==> config.mk <==
export PLATFORM = sky130hd
export DESIGN_NAME = timer8_compare_waveform_gen
export DESIGN_NICKNAME = d
export VERILOG_FILES = /design/src/shared/timer8_pkg.sv /design/src/design/timer8_compare_waveform_gen.sv
export SDC_FILE = /design/constraint.sdc
export NUM_CORES = 1
export LEC_CHECK = 0
export BUFFER_PORTS_ARGS = -buffer_cell sky130_fd_sc_hd__buf_4
export CAP_MARGIN = 0
export CORE_ASPECT_RATIO = 1.75
export CORE_UTILIZATION = 35
export CTS_CLUSTER_DIAMETER = 30
export DETAILED_ROUTE_END_ITERATION = 6
export PLACE_DENSITY_LB_ADDON = 0.25
export SETUP_SLACK_MARGIN = 0.1
export SLEW_MARGIN = 5
export SYNTH_ARGS = -nofsm -noshare
export SYNTH_HDL_FRONTEND = slang
export SYNTH_SLANG_ARGS = --single-unit
export TNS_END_PERCENT = 1
==> constraint.sdc <==
create_clock -name clock -period 4 [get_ports clock]
set_input_delay 0.4 -clock clock [delete_from_list [all_inputs] [get_ports clock]]
set_output_delay 0.4 -clock clock [all_outputs]
set_load 0.005 [all_outputs]
==> src/shared/timer8_pkg.sv <==
// constants shared by the 8-bit compare waveform timer
// assumes a 32-bit AXI4-Lite master and a single 250 MHz clock
package timer8_pkg;

   // ************************************************************
   // register byte offsets
   // ************************************************************
   localparam logic [7:0] control_off = 8'h00;
   localparam logic [7:0] count_off = 8'h04;
   localparam logic [7:0] compare_a_off = 8'h08;
   localparam logic [7:0] compare_b_off = 8'h0C;
   localparam logic [7:0] flags_off = 8'h10;
   localparam logic [7:0] force_off = 8'h14;
   localparam logic [7:0] port_off = 8'h18;
   localparam logic [7:0] status_off = 8'h1C;

   // ************************************************************
   // field positions
   // ************************************************************
   localparam int sel_a_lsb = 6;
   localparam int sel_b_lsb = 4;
   localparam int mode_lsb = 0;
   localparam int mode_msb_bit = 2;
   localparam int ovf_bit = 0;
   localparam int flag_a_bit = 1;
   localparam int flag_b_bit = 2;
   localparam int force_a_bit = 0;
   localparam int force_b_bit = 1;
   localparam int port_a_bit = 0;
   localparam int dir_a_bit = 1;
   localparam int port_b_bit = 2;
   localparam int dir_b_bit = 3;

   // ************************************************************
   // codes and values
   // ************************************************************
   localparam logic [2:0] mode_normal = 3'h0;
   localparam logic [2:0] mode_clear_on_match = 3'h2;
   localparam logic [2:0] mode_fast_max = 3'h3;
   localparam logic [2:0] mode_fast_cmp = 3'h7;
   localparam logic [1:0] sel_none = 2'h0;
   localparam logic [1:0] sel_toggle = 2'h1;
   localparam logic [1:0] sel_clear = 2'h2;
   localparam logic [1:0] sel_set = 2'h3;
   localparam logic [7:0] count_max = 8'hFF;
   localparam logic [7:0] count_bottom = 8'h00;
   localparam logic [7:0] byte_zero = 8'h00;
   localparam logic [1:0] resp_okay = 2'h0;
   localparam logic [1:0] resp_slverr = 2'h2;

endpackage

==> src/design/timer8_compare_waveform_gen.sv <==
// 8-bit timer with two compare output channels and an AXI4-Lite register port
// assumes timer_tick is a one-cycle enable from a prescaler on the same clock
//
// Overview of operation
// - reset clears both compare output states
// - nonzero selector routes state to pin value
// - direction bit alone enables pin driver
// - pin override ignores waveform mode
// - selector zero leaves state untouched
// - selector acts at next match; force acts now
// - only mode selector shapes counting
// - normal mode counts up, wraps 0xFF
// - normal mode overflow flag at zero
// - counter writable anytime in normal mode
// - clear-on-match mode clears at compare A
// - clear-on-match sets compare A flag at top
// - compare A unbuffered, late write wraps first
// - selector one toggles A every match
// - clear-on-match overflow flag on max wrap
// - fast PWM counts zero to top
// - fast PWM clears counter after top
// - fast PWM clear/set at match and bottom
// - fast PWM overflow flag at top
// - fast PWM toggle only A, mode msb set
// - compare zero spikes, maximum holds level
// - fast PWM compare values double buffered
// - buffered compare copied at top
// - compare flag after match, write one clears
// - counter write blocks next timer match
// - force updates state in non-PWM modes only, no flag, no clear
`timescale 1ns/100ps
`default_nettype none

module timer8_compare_waveform_gen
(
   input wire logic clock,
   input wire logic rst_b,
   input wire logic timer_tick,
   input wire logic [7:0] s_axi_awaddr,
   input wire logic s_axi_awvalid,
   output logic s_axi_awready,
   input wire logic [31:0] s_axi_wdata,
   input wire logic [3:0] s_axi_wstrb,
   input wire logic s_axi_wvalid,
   output logic s_axi_wready,
   output logic [1:0] s_axi_bresp,
   output logic s_axi_bvalid,
   input wire logic s_axi_bready,
   input wire logic [7:0] s_axi_araddr,
   input wire logic s_axi_arvalid,
   output logic s_axi_arready,
   output logic [31:0] s_axi_rdata,
   output logic [1:0] s_axi_rresp,
   output logic s_axi_rvalid,
   input wire logic s_axi_rready,
   output logic pin_out_a,
   output logic pin_oe_a,
   output logic pin_out_b,
   output logic pin_oe_b,
   output logic overflow_flag,
   output logic compare_flag_a,
   output logic compare_flag_b
);

   // ************************************************************
   // state
   // ************************************************************
   typedef struct packed
   {
      logic awready;
      logic wready;
      logic bvalid;
      logic [1:0] bresp;
      logic arready;
      logic rvalid;
      logic [1:0] rresp;
      logic [31:0] rdata;
      logic [1:0] output_action_sel_a;
      logic [1:0] output_action_sel_b;
      logic [2:0] wave_mode_sel;
      logic [7:0] count_value;
      logic [7:0] compare_value_a;
      logic [7:0] compare_value_b;
      logic [7:0] compare_buf_a;
      logic [7:0] compare_buf_b;
      logic match_block;
      logic overflow_flag;
      logic compare_flag_a;
      logic compare_flag_b;
      logic compare_output_state_a;
      logic compare_output_state_b;
      logic [3:0] port_ctrl;
      logic pin_out_a;
      logic pin_oe_a;
      logic pin_out_b;
      logic pin_oe_b;
   } timer_state_s;

   timer_state_s cur;
   timer_state_s next_cur;

   // ************************************************************
   // output action helper
   // ************************************************************
   function automatic logic apply_action(input logic [1:0] sel, input logic state);
      logic result;
      result = state;
      if (sel == timer8_pkg::sel_toggle)
      begin
         result = ~state;
      end
      else if (sel == timer8_pkg::sel_clear)
      begin
         result = 1'b0;
      end
      else if (sel == timer8_pkg::sel_set)
      begin
         result = 1'b1;
      end
      return result;
   endfunction

   // ************************************************************
   // next state
   // ************************************************************
   always_comb
   begin
      logic fast_pwm;
      logic non_pwm;
      logic [7:0] top;
      logic at_top;
      logic match_a;
      logic match_b;
      logic wr_go;
      logic [7:0] wdat;
      logic wr_count;
      logic [1:0] force_hits;
      logic set_ovf;
      non_pwm = 1'b0;
      top = timer8_pkg::count_max;
      wr_go = 1'b0;
      wdat = s_axi_wdata[7:0];
      wr_count = 1'b0;
      force_hits = 2'b00;
      set_ovf = 1'b0;
      next_cur = cur;

      // counting shaped by mode only, never by selectors
      fast_pwm = (cur.wave_mode_sel == timer8_pkg::mode_fast_max) ||
                 (cur.wave_mode_sel == timer8_pkg::mode_fast_cmp);
      non_pwm = !fast_pwm;
      if (cur.wave_mode_sel == timer8_pkg::mode_fast_cmp)
      begin
         top = cur.compare_value_a;
      end
      at_top = (cur.count_value == top);
      match_a = timer_tick && !cur.match_block &&
                (cur.count_value == cur.compare_value_a);
      match_b = timer_tick && !cur.match_block &&
                (cur.count_value == cur.compare_value_b);

      // ********************************************************
      // counter and flags on the timer tick
      // ********************************************************
      if (timer_tick)
      begin
         next_cur.match_block = 1'b0;
         if (fast_pwm)
         begin
            if (at_top)
            begin
               next_cur.count_value = timer8_pkg::count_bottom;
               set_ovf = 1'b1;
               next_cur.compare_value_a = cur.compare_buf_a;
               next_cur.compare_value_b = cur.compare_buf_b;
            end
            else
            begin
               next_cur.count_value = cur.count_value + 8'h01;
            end
         end
         else if (cur.wave_mode_sel == timer8_pkg::mode_clear_on_match && match_a)
         begin
            // match only on equality, so a lowered compare A wraps first
            next_cur.count_value = timer8_pkg::count_bottom;
         end
         else
         begin
            next_cur.count_value = cur.count_value + 8'h01;
            set_ovf = (cur.count_value == timer8_pkg::count_max);
         end

         // waveform actions on real matches
         if (non_pwm)
         begin
            if (match_a)
            begin
               next_cur.compare_output_state_a =
                  apply_action(cur.output_action_sel_a, cur.compare_output_state_a);
            end
            if (match_b)
            begin
               next_cur.compare_output_state_b =
                  apply_action(cur.output_action_sel_b, cur.compare_output_state_b);
            end
         end
         else
         begin
            if (match_a && cur.output_action_sel_a == timer8_pkg::sel_toggle &&
                cur.wave_mode_sel[timer8_pkg::mode_msb_bit])
            begin
               next_cur.compare_output_state_a = ~cur.compare_output_state_a;
            end
            else if (match_a && cur.output_action_sel_a[1])
            begin
               next_cur.compare_output_state_a = cur.output_action_sel_a[0];
            end
            if (match_b && cur.output_action_sel_b[1])
            begin
               next_cur.compare_output_state_b = cur.output_action_sel_b[0];
            end
            // bottom after top wins, so maximum compare holds a level
            if (at_top && cur.output_action_sel_a[1])
            begin
               next_cur.compare_output_state_a = ~cur.output_action_sel_a[0];
            end
            if (at_top && cur.output_action_sel_b[1])
            begin
               next_cur.compare_output_state_b = ~cur.output_action_sel_b[0];
            end
         end
      end

      // ********************************************************
      // register write channel
      // ********************************************************
      if (!cur.awready && !cur.bvalid && s_axi_awvalid && s_axi_wvalid)
      begin
         next_cur.awready = 1'b1;
         next_cur.wready = 1'b1;
      end
      if (cur.awready)
      begin
         wr_go = s_axi_wstrb[0];
         next_cur.awready = 1'b0;
         next_cur.wready = 1'b0;
         next_cur.bvalid = 1'b1;
         next_cur.bresp = timer8_pkg::resp_okay;
         if (s_axi_awaddr > timer8_pkg::status_off || s_axi_awaddr[1:0] != 2'b00)
         begin
            next_cur.bresp = timer8_pkg::resp_slverr;
            wr_go = 1'b0;
         end
      end
      if (cur.bvalid && s_axi_bready)
      begin
         next_cur.bvalid = 1'b0;
      end

      if (wr_go)
      begin
         if (s_axi_awaddr == timer8_pkg::control_off)
         begin
            // new selector takes hold at the next match, not before
            next_cur.output_action_sel_a = wdat[timer8_pkg::sel_a_lsb +: 2];
            next_cur.output_action_sel_b = wdat[timer8_pkg::sel_b_lsb +: 2];
            next_cur.wave_mode_sel = wdat[timer8_pkg::mode_lsb +: 3];
         end
         else if (s_axi_awaddr == timer8_pkg::count_off)
         begin
            wr_count = 1'b1;
            next_cur.match_block = 1'b1;
         end
         else if (s_axi_awaddr == timer8_pkg::compare_a_off)
         begin
            next_cur.compare_buf_a = wdat;
            if (non_pwm)
            begin
               next_cur.compare_value_a = wdat;
            end
         end
         else if (s_axi_awaddr == timer8_pkg::compare_b_off)
         begin
            next_cur.compare_buf_b = wdat;
            if (non_pwm)
            begin
               next_cur.compare_value_b = wdat;
            end
         end
         else if (s_axi_awaddr == timer8_pkg::flags_off)
         begin
            // a flag set in this same cycle survives the clear
            if (wdat[timer8_pkg::ovf_bit])
            begin
               next_cur.overflow_flag = 1'b0;
            end
            if (wdat[timer8_pkg::flag_a_bit])
            begin
               next_cur.compare_flag_a = 1'b0;
            end
            if (wdat[timer8_pkg::flag_b_bit])
            begin
               next_cur.compare_flag_b = 1'b0;
            end
         end
         else if (s_axi_awaddr == timer8_pkg::force_off)
         begin
            force_hits[0] = wdat[timer8_pkg::force_a_bit] && non_pwm;
            force_hits[1] = wdat[timer8_pkg::force_b_bit] && non_pwm;
         end
         else if (s_axi_awaddr == timer8_pkg::port_off)
         begin
            next_cur.port_ctrl = wdat[3:0];
         end
      end

      // forced action: no flag, no counter clear
      if (force_hits[0])
      begin
         next_cur.compare_output_state_a =
            apply_action(cur.output_action_sel_a, cur.compare_output_state_a);
      end
      if (force_hits[1])
      begin
         next_cur.compare_output_state_b =
            apply_action(cur.output_action_sel_b, cur.compare_output_state_b);
      end

      // software counter write overrides count and clear
      if (wr_count)
      begin
         next_cur.count_value = wdat;
      end
      if (set_ovf)
      begin
         next_cur.overflow_flag = 1'b1;
      end
      if (match_a)
      begin
         next_cur.compare_flag_a = 1'b1;
      end
      if (match_b)
      begin
         next_cur.compare_flag_b = 1'b1;
      end

      // ********************************************************
      // register read channel
      // ********************************************************
      if (!cur.arready && !cur.rvalid && s_axi_arvalid)
      begin
         next_cur.arready = 1'b1;
      end
      if (cur.arready)
      begin
         next_cur.arready = 1'b0;
         next_cur.rvalid = 1'b1;
         next_cur.rresp = timer8_pkg::resp_okay;
         next_cur.rdata = 32'h0000_0000;
      end
      if (cur.arready)
      begin
         if (s_axi_araddr == timer8_pkg::control_off)
         begin
            next_cur.rdata[7:0] = {cur.output_action_sel_a, cur.output_action_sel_b,
                                   1'b0, cur.wave_mode_sel};
         end
         else if (s_axi_araddr == timer8_pkg::count_off)
         begin
            next_cur.rdata[7:0] = cur.count_value;
         end
         else if (s_axi_araddr == timer8_pkg::compare_a_off)
         begin
            next_cur.rdata[7:0] = cur.compare_buf_a;
         end
         else if (s_axi_araddr == timer8_pkg::compare_b_off)
         begin
            next_cur.rdata[7:0] = cur.compare_buf_b;
         end
         else if (s_axi_araddr == timer8_pkg::flags_off)
         begin
            next_cur.rdata[2:0] = {cur.compare_flag_b, cur.compare_flag_a,
                                   cur.overflow_flag};
         end
         else if (s_axi_araddr == timer8_pkg::force_off)
         begin
            next_cur.rdata[7:0] = timer8_pkg::byte_zero;
         end
         else if (s_axi_araddr == timer8_pkg::port_off)
         begin
            next_cur.rdata[3:0] = cur.port_ctrl;
         end
         else if (s_axi_araddr == timer8_pkg::status_off)
         begin
            next_cur.rdata[1:0] = {cur.compare_output_state_b, cur.compare_output_state_a};
         end
         else
         begin
            next_cur.rresp = timer8_pkg::resp_slverr;
         end
      end
      if (cur.rvalid && s_axi_rready)
      begin
         next_cur.rvalid = 1'b0;
      end

      // ********************************************************
      // pin override, independent of mode
      // ********************************************************
      next_cur.pin_out_a = (next_cur.output_action_sel_a != timer8_pkg::sel_none) ?
                           next_cur.compare_output_state_a :
                           next_cur.port_ctrl[timer8_pkg::port_a_bit];
      next_cur.pin_out_b = (next_cur.output_action_sel_b != timer8_pkg::sel_none) ?
                           next_cur.compare_output_state_b :
                           next_cur.port_ctrl[timer8_pkg::port_b_bit];
      next_cur.pin_oe_a = next_cur.port_ctrl[timer8_pkg::dir_a_bit];
      next_cur.pin_oe_b = next_cur.port_ctrl[timer8_pkg::dir_b_bit];
   end

   // ************************************************************
   // registers
   // ************************************************************
   always_ff @(posedge clock)
   begin
      if (!rst_b)
      begin
         cur <= '0;
      end
      else
      begin
         cur <= next_cur;
      end
   end

   assign s_axi_awready = cur.awready;
   assign s_axi_wready = cur.wready;
   assign s_axi_bresp = cur.bresp;
   assign s_axi_bvalid = cur.bvalid;
   assign s_axi_arready = cur.arready;
   assign s_axi_rdata = cur.rdata;
   assign s_axi_rresp = cur.rresp;
   assign s_axi_rvalid = cur.rvalid;
   assign pin_out_a = cur.pin_out_a;
   assign pin_oe_a = cur.pin_oe_a;
   assign pin_out_b = cur.pin_out_b;
   assign pin_oe_b = cur.pin_oe_b;
   assign overflow_flag = cur.overflow_flag;
   assign compare_flag_a = cur.compare_flag_a;
   assign compare_flag_b = cur.compare_flag_b;

endmodule

`default_nettype wire

======== Word-level counts from Yosys, hierarchy flattened ========
Index checks and enable logic that the tools add are counted.
storage, ports and cells
  register bits after elaboration ......... 78
  input port bits ......................... 60
  output and inout port bits .............. 48
  word-level logic and storage cells ...... 228
operators by class
  add/subtract/negate cells ............... 1
  $lt $le $gt $ge ......................... 1
  equal/unequal tests ..................... 38
  muxes and demuxes ....................... 101
  bitwise gates (word level) .............. 8
  reductions and logical operators ........ 52
operators with widths
  kind                                                                             count
  8-bit 2-to-1 mux                                                                 18
  36-bit 2-to-1 mux                                                                2
  8-bit by 5-bit equality test with 1-bit output, second input constant            7
  2-bit 2-to-1 mux                                                                 23
  4-bit 2-to-1 mux                                                                 10
  1-bit 2-to-1 mux                                                                 35
  34-bit 2-to-1 mux                                                                1
  8-bit by 4-bit equality test with 1-bit output, second input constant            4
  16-bit 2-to-1 mux                                                                2
  32-bit 2-to-1 mux                                                                1
  2-bit nonzero test                                                               13
  8-bit equality test                                                              3
  24-bit 2-to-1 mux                                                                1
  2-bit != test, second input constant                                             12
  7-bit AND reduction                                                              3
  1-bit logical AND                                                                19
  8-bit by 3-bit equality test with 1-bit output, second input constant            2
  8-bit logical NOT                                                                2
  3-bit 2-to-1 mux                                                                 5
  7-bit 2-to-1 mux                                                                 2
  8-bit by 1-bit adder with 8-bit output, second input constant                    1
  2-bit equality test, second input constant                                       4
  8-bit equality test, second input constant                                       1
  8-bit by 5-bit greater-than comparator with 1-bit output, second input constant  1
  other kinds (11)                                                                 29

======== Depth between registers and ports, before layout ========
  depth in word-level cells ............... 14
  mapped depth ............................ 10
  depth with buffers taken out ............ 7

======== Worst setup path after synthesis ========
OpenSTA, ideal clock, no wires.
  path type ............................... in2reg
  from .................................... input port s_axi_awaddr[3]
  to ...................................... register cur, in the netlist pin_out_a
  library setup time ...................... 121 ps
  arrival ................................. 1968 ps
  required time ........................... 3879 ps
  setup slack ............................. 1912 ps
  stages .................................. 8
  buffers on the path ..................... 1
  cell sequence ........................... buf_2 or4b_1 nor2_1 nand3_1 o311ai_1 o211ai_1 a32o_2 mux2_2
between the ends
  longest elaborated chain between the ends .. 10
  elaborated cells on any way between the ends .. 31
  classes of those cells .................. 1 x order compare; 6 x eq/ne; 21 x mux; 3 x reduce/logical
ends and longest elaborated chain
  element                                                                   RTL line                                                                RTL
  start: declaration                                                        timer8_compare_waveform_gen.sv:39                                       input wire logic [7:0] s_axi_awaddr,
  8-bit by 5-bit equality test with 1-bit output, on equally long branches  timer8_compare_waveform_gen.sv:311, timer8_compare_waveform_gen.sv:306
  4-bit 2-to-1 mux or 2-bit 2-to-1 mux (tied branches)                      timer8_compare_waveform_gen.sv:311, timer8_compare_waveform_gen.sv:306
  4-bit 2-to-1 mux or 2-bit 2-to-1 mux (tied branches)                      timer8_compare_waveform_gen.sv:306, timer8_compare_waveform_gen.sv:290
  4-bit 2-to-1 mux or 2-bit 2-to-1 mux (tied branches)                      timer8_compare_waveform_gen.sv:290, timer8_compare_waveform_gen.sv:282
  4-bit 2-to-1 mux or 2-bit 2-to-1 mux (tied branches)                      timer8_compare_waveform_gen.sv:282, timer8_compare_waveform_gen.sv:274
  4-bit 2-to-1 mux or 2-bit 2-to-1 mux (tied branches)                      timer8_compare_waveform_gen.sv:274, timer8_compare_waveform_gen.sv:269
  4-bit 2-to-1 mux or 2-bit 2-to-1 mux (tied branches)                      timer8_compare_waveform_gen.sv:269, timer8_compare_waveform_gen.sv:262
  4-bit 2-to-1 mux or 2-bit 2-to-1 mux (tied branches)                      timer8_compare_waveform_gen.sv:262, timer8_compare_waveform_gen.sv:260
  4-bit 2-to-1 mux or 1-bit 2-to-1 mux (tied branches)                      timer8_compare_waveform_gen.sv:260, timer8_compare_waveform_gen.sv:318
  1-bit 2-to-1 mux (*)                                                      timer8_compare_waveform_gen.sv:410                                      next_cur.pin_out_a = (next_cur.output_action_sel_a != timer8_pkg::sel_none) ?
  end signal: assignment                                                    timer8_compare_waveform_gen.sv:431                                      cur <= next_cur;
  end: declaration                                                          timer8_compare_waveform_gen.sv:99                                       timer_state_s cur;
Every way passes the cells marked *; elsewhere a longest branch is shown, timed or not.
A chain may end at the register's enable or synchronous reset.

======== Worst setup path in the final report ========
  from .................................... register cur[46] (netlist bit)
  to ...................................... register cur[36] (netlist bit)
between the ends
  longest elaborated chain between the ends .. 10
ends and longest elaborated chain
  element                  RTL line                            RTL
  8-bit equality test (*)  timer8_compare_waveform_gen.sv:156  at_top = (cur.count_value == top);
  16-bit 2-to-1 mux (*)    timer8_compare_waveform_gen.sv:170  if (at_top)
  16-bit 2-to-1 mux (*)    timer8_compare_waveform_gen.sv:168  if (fast_pwm)
  24-bit 2-to-1 mux (*)    timer8_compare_waveform_gen.sv:165  if (timer_tick)
  8-bit 2-to-1 mux         timer8_compare_waveform_gen.sv:285  if (non_pwm)
  8-bit 2-to-1 mux         timer8_compare_waveform_gen.sv:282  else if (s_axi_awaddr == timer8_pkg::compare_b_off)
  8-bit 2-to-1 mux         timer8_compare_waveform_gen.sv:274  else if (s_axi_awaddr == timer8_pkg::compare_a_off)
  32-bit 2-to-1 mux        timer8_compare_waveform_gen.sv:269  else if (s_axi_awaddr == timer8_pkg::count_off)
  36-bit 2-to-1 mux        timer8_compare_waveform_gen.sv:262  if (s_axi_awaddr == timer8_pkg::control_off)
  36-bit 2-to-1 mux (*)    timer8_compare_waveform_gen.sv:260  if (wr_go)
Every way passes the cells marked *; elsewhere a longest branch is shown, timed or not. The select of a mux whose other input is x is not followed.

==> out/qor.csv <==
stage;metric;value;unit
logic_synthesis;synth_ff_type;dfxtp_1;
power_and_ir_drop;pwr-share-clk;49.4;%
power_and_ir_drop;p_leak;1.88;nW
placed_design;dp_cells;698;
worst_setup_path;reg2reg_depth;7;
cells_and_area;finalNetCount;605;
sta;holdWs;0.302;ns
floorplan;die_w;86.2;um
cells_and_area;antenna_cells;0;
sta;slew_viol_final;0;
sta;fin_tns_setup;0;ns
placed_design;dpl_cell_area;0.00464;sq mm
sta;finClkSkew;0.00976;ns
cts;hold_buffers;0;
power_and_ir_drop;p_total;1.81;mW
worst_setup_path;worst_path_max_delay_cell;nor4_4;
placed_design;io_buffers;55;
sta;slew-limit-headroom;46.2;%
placed_design;dp_slack;1.26;ns
placed_design;gp_congestion;0.905;
routing;route.detailed.drc;0;
logic_synthesis;synth_edf_count;0;
worst_setup_path;cp_max_fo;9;
floorplan;dieArea;0.0129;sq mm
logic_synthesis;async_flop_share;0;%
cts;cts.reportedPaths.clkPinSlew;0.06;ns
worst_setup_path;path_delay_family;simple AND/OR/NAND/NOR gates;
cts;post-cts-setup-buffers;0;
worst_setup_path;cp_data_required_time;4.23;ns
cts;clock_sinks;75;
global_route;grt_overflow;0;
routing;viasPerCell;5.38;
worst_setup_path;critPathLaunchType;register;
power_and_ir_drop;power_switching;0.444;mW
sta;rsz0062_at_grt;no;
cells_and_area;fin_util;41.1;%
min_path;hp-class;in -> reg;
global_route;grt_pass1_wl;20100;um
worst_setup_path;cp_data_arrival_time;2.97;ns
routing;drt_wl_total;12800;um
min_path;hold_depth;3;
floorplan;coreArea;0.0121;sq mm
cts;cts_tree;yes;
floorplan;row_count;53;
power_and_ir_drop;p_int;1.37;mW
routing;antenna_left;0;
routing;wl_per_cell;18.0;um
sta;min_period_over_period;68.7;%
sta;setup_slack;1.25;ns
global_route;grt_pass1_vias;3608;
placed_design;dp_hpwl;9610;um
logic_synthesis;yosysSeqAreaShare;34.6;%
worst_setup_path;cp.buffers_inverters;1;
cells_and_area;final_cells;714;
worst_setup_path;critical_path_class;reg -> reg;
cts;cts_root_buf;clkbuf_16;
logic_synthesis;synth_cell_type_count;70;
sta;setup_violations;0;
sta;hold_violations;0;
power_and_ir_drop;power_frac_comb;8.0;%
power_and_ir_drop;switching_share;24.5;%
status;status;completed;
worst_setup_path;max_stage_delay;0.66;ns
worst_setup_path;crit_cells;7;
sta;fmax;364;MHz
power_and_ir_drop;cellPowerDensity;365;mW/mm^2
routing;drt-initial-drc-count;254;
cells_and_area;num-fill-cells;1264;
cts;htreeDepth;3;
sta;max_slew.worst_pin.slew;0.807;ns
power_and_ir_drop;irDropWorstVdd;0.230;mV
flow_run;cap_violations;0;
global_route;grt_usage;20.8;%
floorplan;start_util;36.0;%
global_route;grt_max_degree;38;
floorplan;io_pins;108;
logic_synthesis;ys_warn_count;0;
routing;vias;3842;
power_and_ir_drop;pwr-share-seq;42.7;%
worst_setup_path;path_cells;nand4_2 -> or3_1 -> o31a_2 -> nor4_4 -> buf_4 -> mux2i_1 -> a21oi_1;
logic_synthesis;syn_avg_cell_area;8.41;sq um
global_route;grt_antenna_before_repair;0;
logic_synthesis;synth_seq_cells;75;
worst_setup_path;crit_path_end_kind;register;
logic_synthesis;synth_cells;516;
routing;dr.pass1.iters;5;
cts;clk_latency;0.35;ns
sta;layout_min_cycle_time;2.75;ns
cells_and_area;drive_gt1_share;18.6;%
cells_and_area;final_area;0.00496;sq mm
cts;cts_max_path_buffers;2;
cts;cts_buffers;9;
cells_and_area;syn_to_final_growth;14.4;%
floorplan;fp.dieH;149;um
logic_synthesis;netlist_area;0.00434;sq mm
cts;ctsResizeCount;0;
-- worst register-to-register path, stage by stage, from the launching register on --
cell and delay (ns):
dfxtp_1 0.61, nand4_2 0.21, or3_1 0.39, o31a_2 0.15, nor4_4 0.66, buf_4 0.33
mux2i_1 0.21, a21oi_1 0.08
-- layout by cell type, fill, tap and decap left out, types with 3 or more instances in the layout --
cell type and count:
or4_1 3, nand3_1 16, and3_1 3, o31a_1 3
inv_1 16, a21oi_1 53, mux2i_1 31, a31oi_1 4
nor3_1 16, nand2_1 58, o21ai_0 26, dfxtp_1 75
o22ai_1 4, nor2_1 31, nor4_1 3, inv_6 3
nand2b_1 12, nand4_1 6, nor2b_1 6, a22oi_1 5
clkbuf_16 9, mux2_2 5, mux4_2 3, a221oi_2 3
buf_4 59, o211a_1 4, o211ai_1 4, xnor2_1 11
conb_1 25
-- cell type report --
type | count | area, sq um | share of cell area [%]
Clock inverter | 7 | 98.8 | 1.99
Multi-Input combinational cell | 381 | 2410 | 48.7
Clock buffer | 9 | 225 | 4.54
Sequential cell | 75 | 1500 | 30.3
Inverter | 18 | 72.6 | 1.46
Timing Repair Buffer | 59 | 443 | 8.93
Tap cell | 165 | 206 | 4.16
-- Yosys cell counts (11+ instances only) --
master	number	area share (%)
xnor2_1	11	2.2
dfxtp_1	75	35
inv_1	16	1.4
clkbuf_1	18	1.6
mux2i_1	31	7.2
nand2b_1	12	1.7
nor2_1	31	2.7
o21ai_0	26	3.0
nand3_1	16	1.8
nand2_1	58	5.0
buf_4	36	6.2
a21oi_1	53	6.1
nor3_1	16	1.8
-- routing by layer --
layer	up-vias	part of all wire (%)	track usage (%)
met5	-	0	0
met1	1827	38	22.4
met2	146	53	37.7
li1	1827	-	-
met3	42	4.0	3.10
met4	0	5.2	12.2
-- worst paths after layout --
| kind | startpoint | to | slack [ns] |
|---|---|---|---|
| worst min-delay path | s_axi_awvalid | s_axi_awready$_SDFF_PP0_ | 0.30 |
| worst max register to register | cur[46]$_SDFFE_PN0P_ | cur[36]$_SDFF_PN0_ | 1.25 |
| worst min register to register | register | register | 0.47 |
| worst max-delay path | cur[46]$_SDFFE_PN0P_ | cur[36]$_SDFF_PN0_ | 1.25 |
-- power by group through the flow --
stage	combinational [mW]	sequential (mW)	clock, mW
detailed placement	0.143	0.789	0
global route	0.158	0.774	0.931
finish	0.144	0.773	0.894
global placement	0.141	0.789	0
floorplan	0.103	0.781	0
CTS	0.144	0.772	0.900
-- cells by family (layout without fill, tap and decap cells) --
logic type	after synthesis	in the layout	synth area share (%)
flip-flops	75	75	34.6
adder cells (fa/ha/maj)	1	1	0.288
AO/OA/AOI/OAI	124	124	18.4
multiplexers	40	40	10.6
XOR/XNOR	12	12	2.42
AND/OR/NAND/NOR	179	179	21.6
other	1	25	0.0864
buffers and inverters	84	93	12.0
No activity file was read; power rests on OpenSTA's default activity.
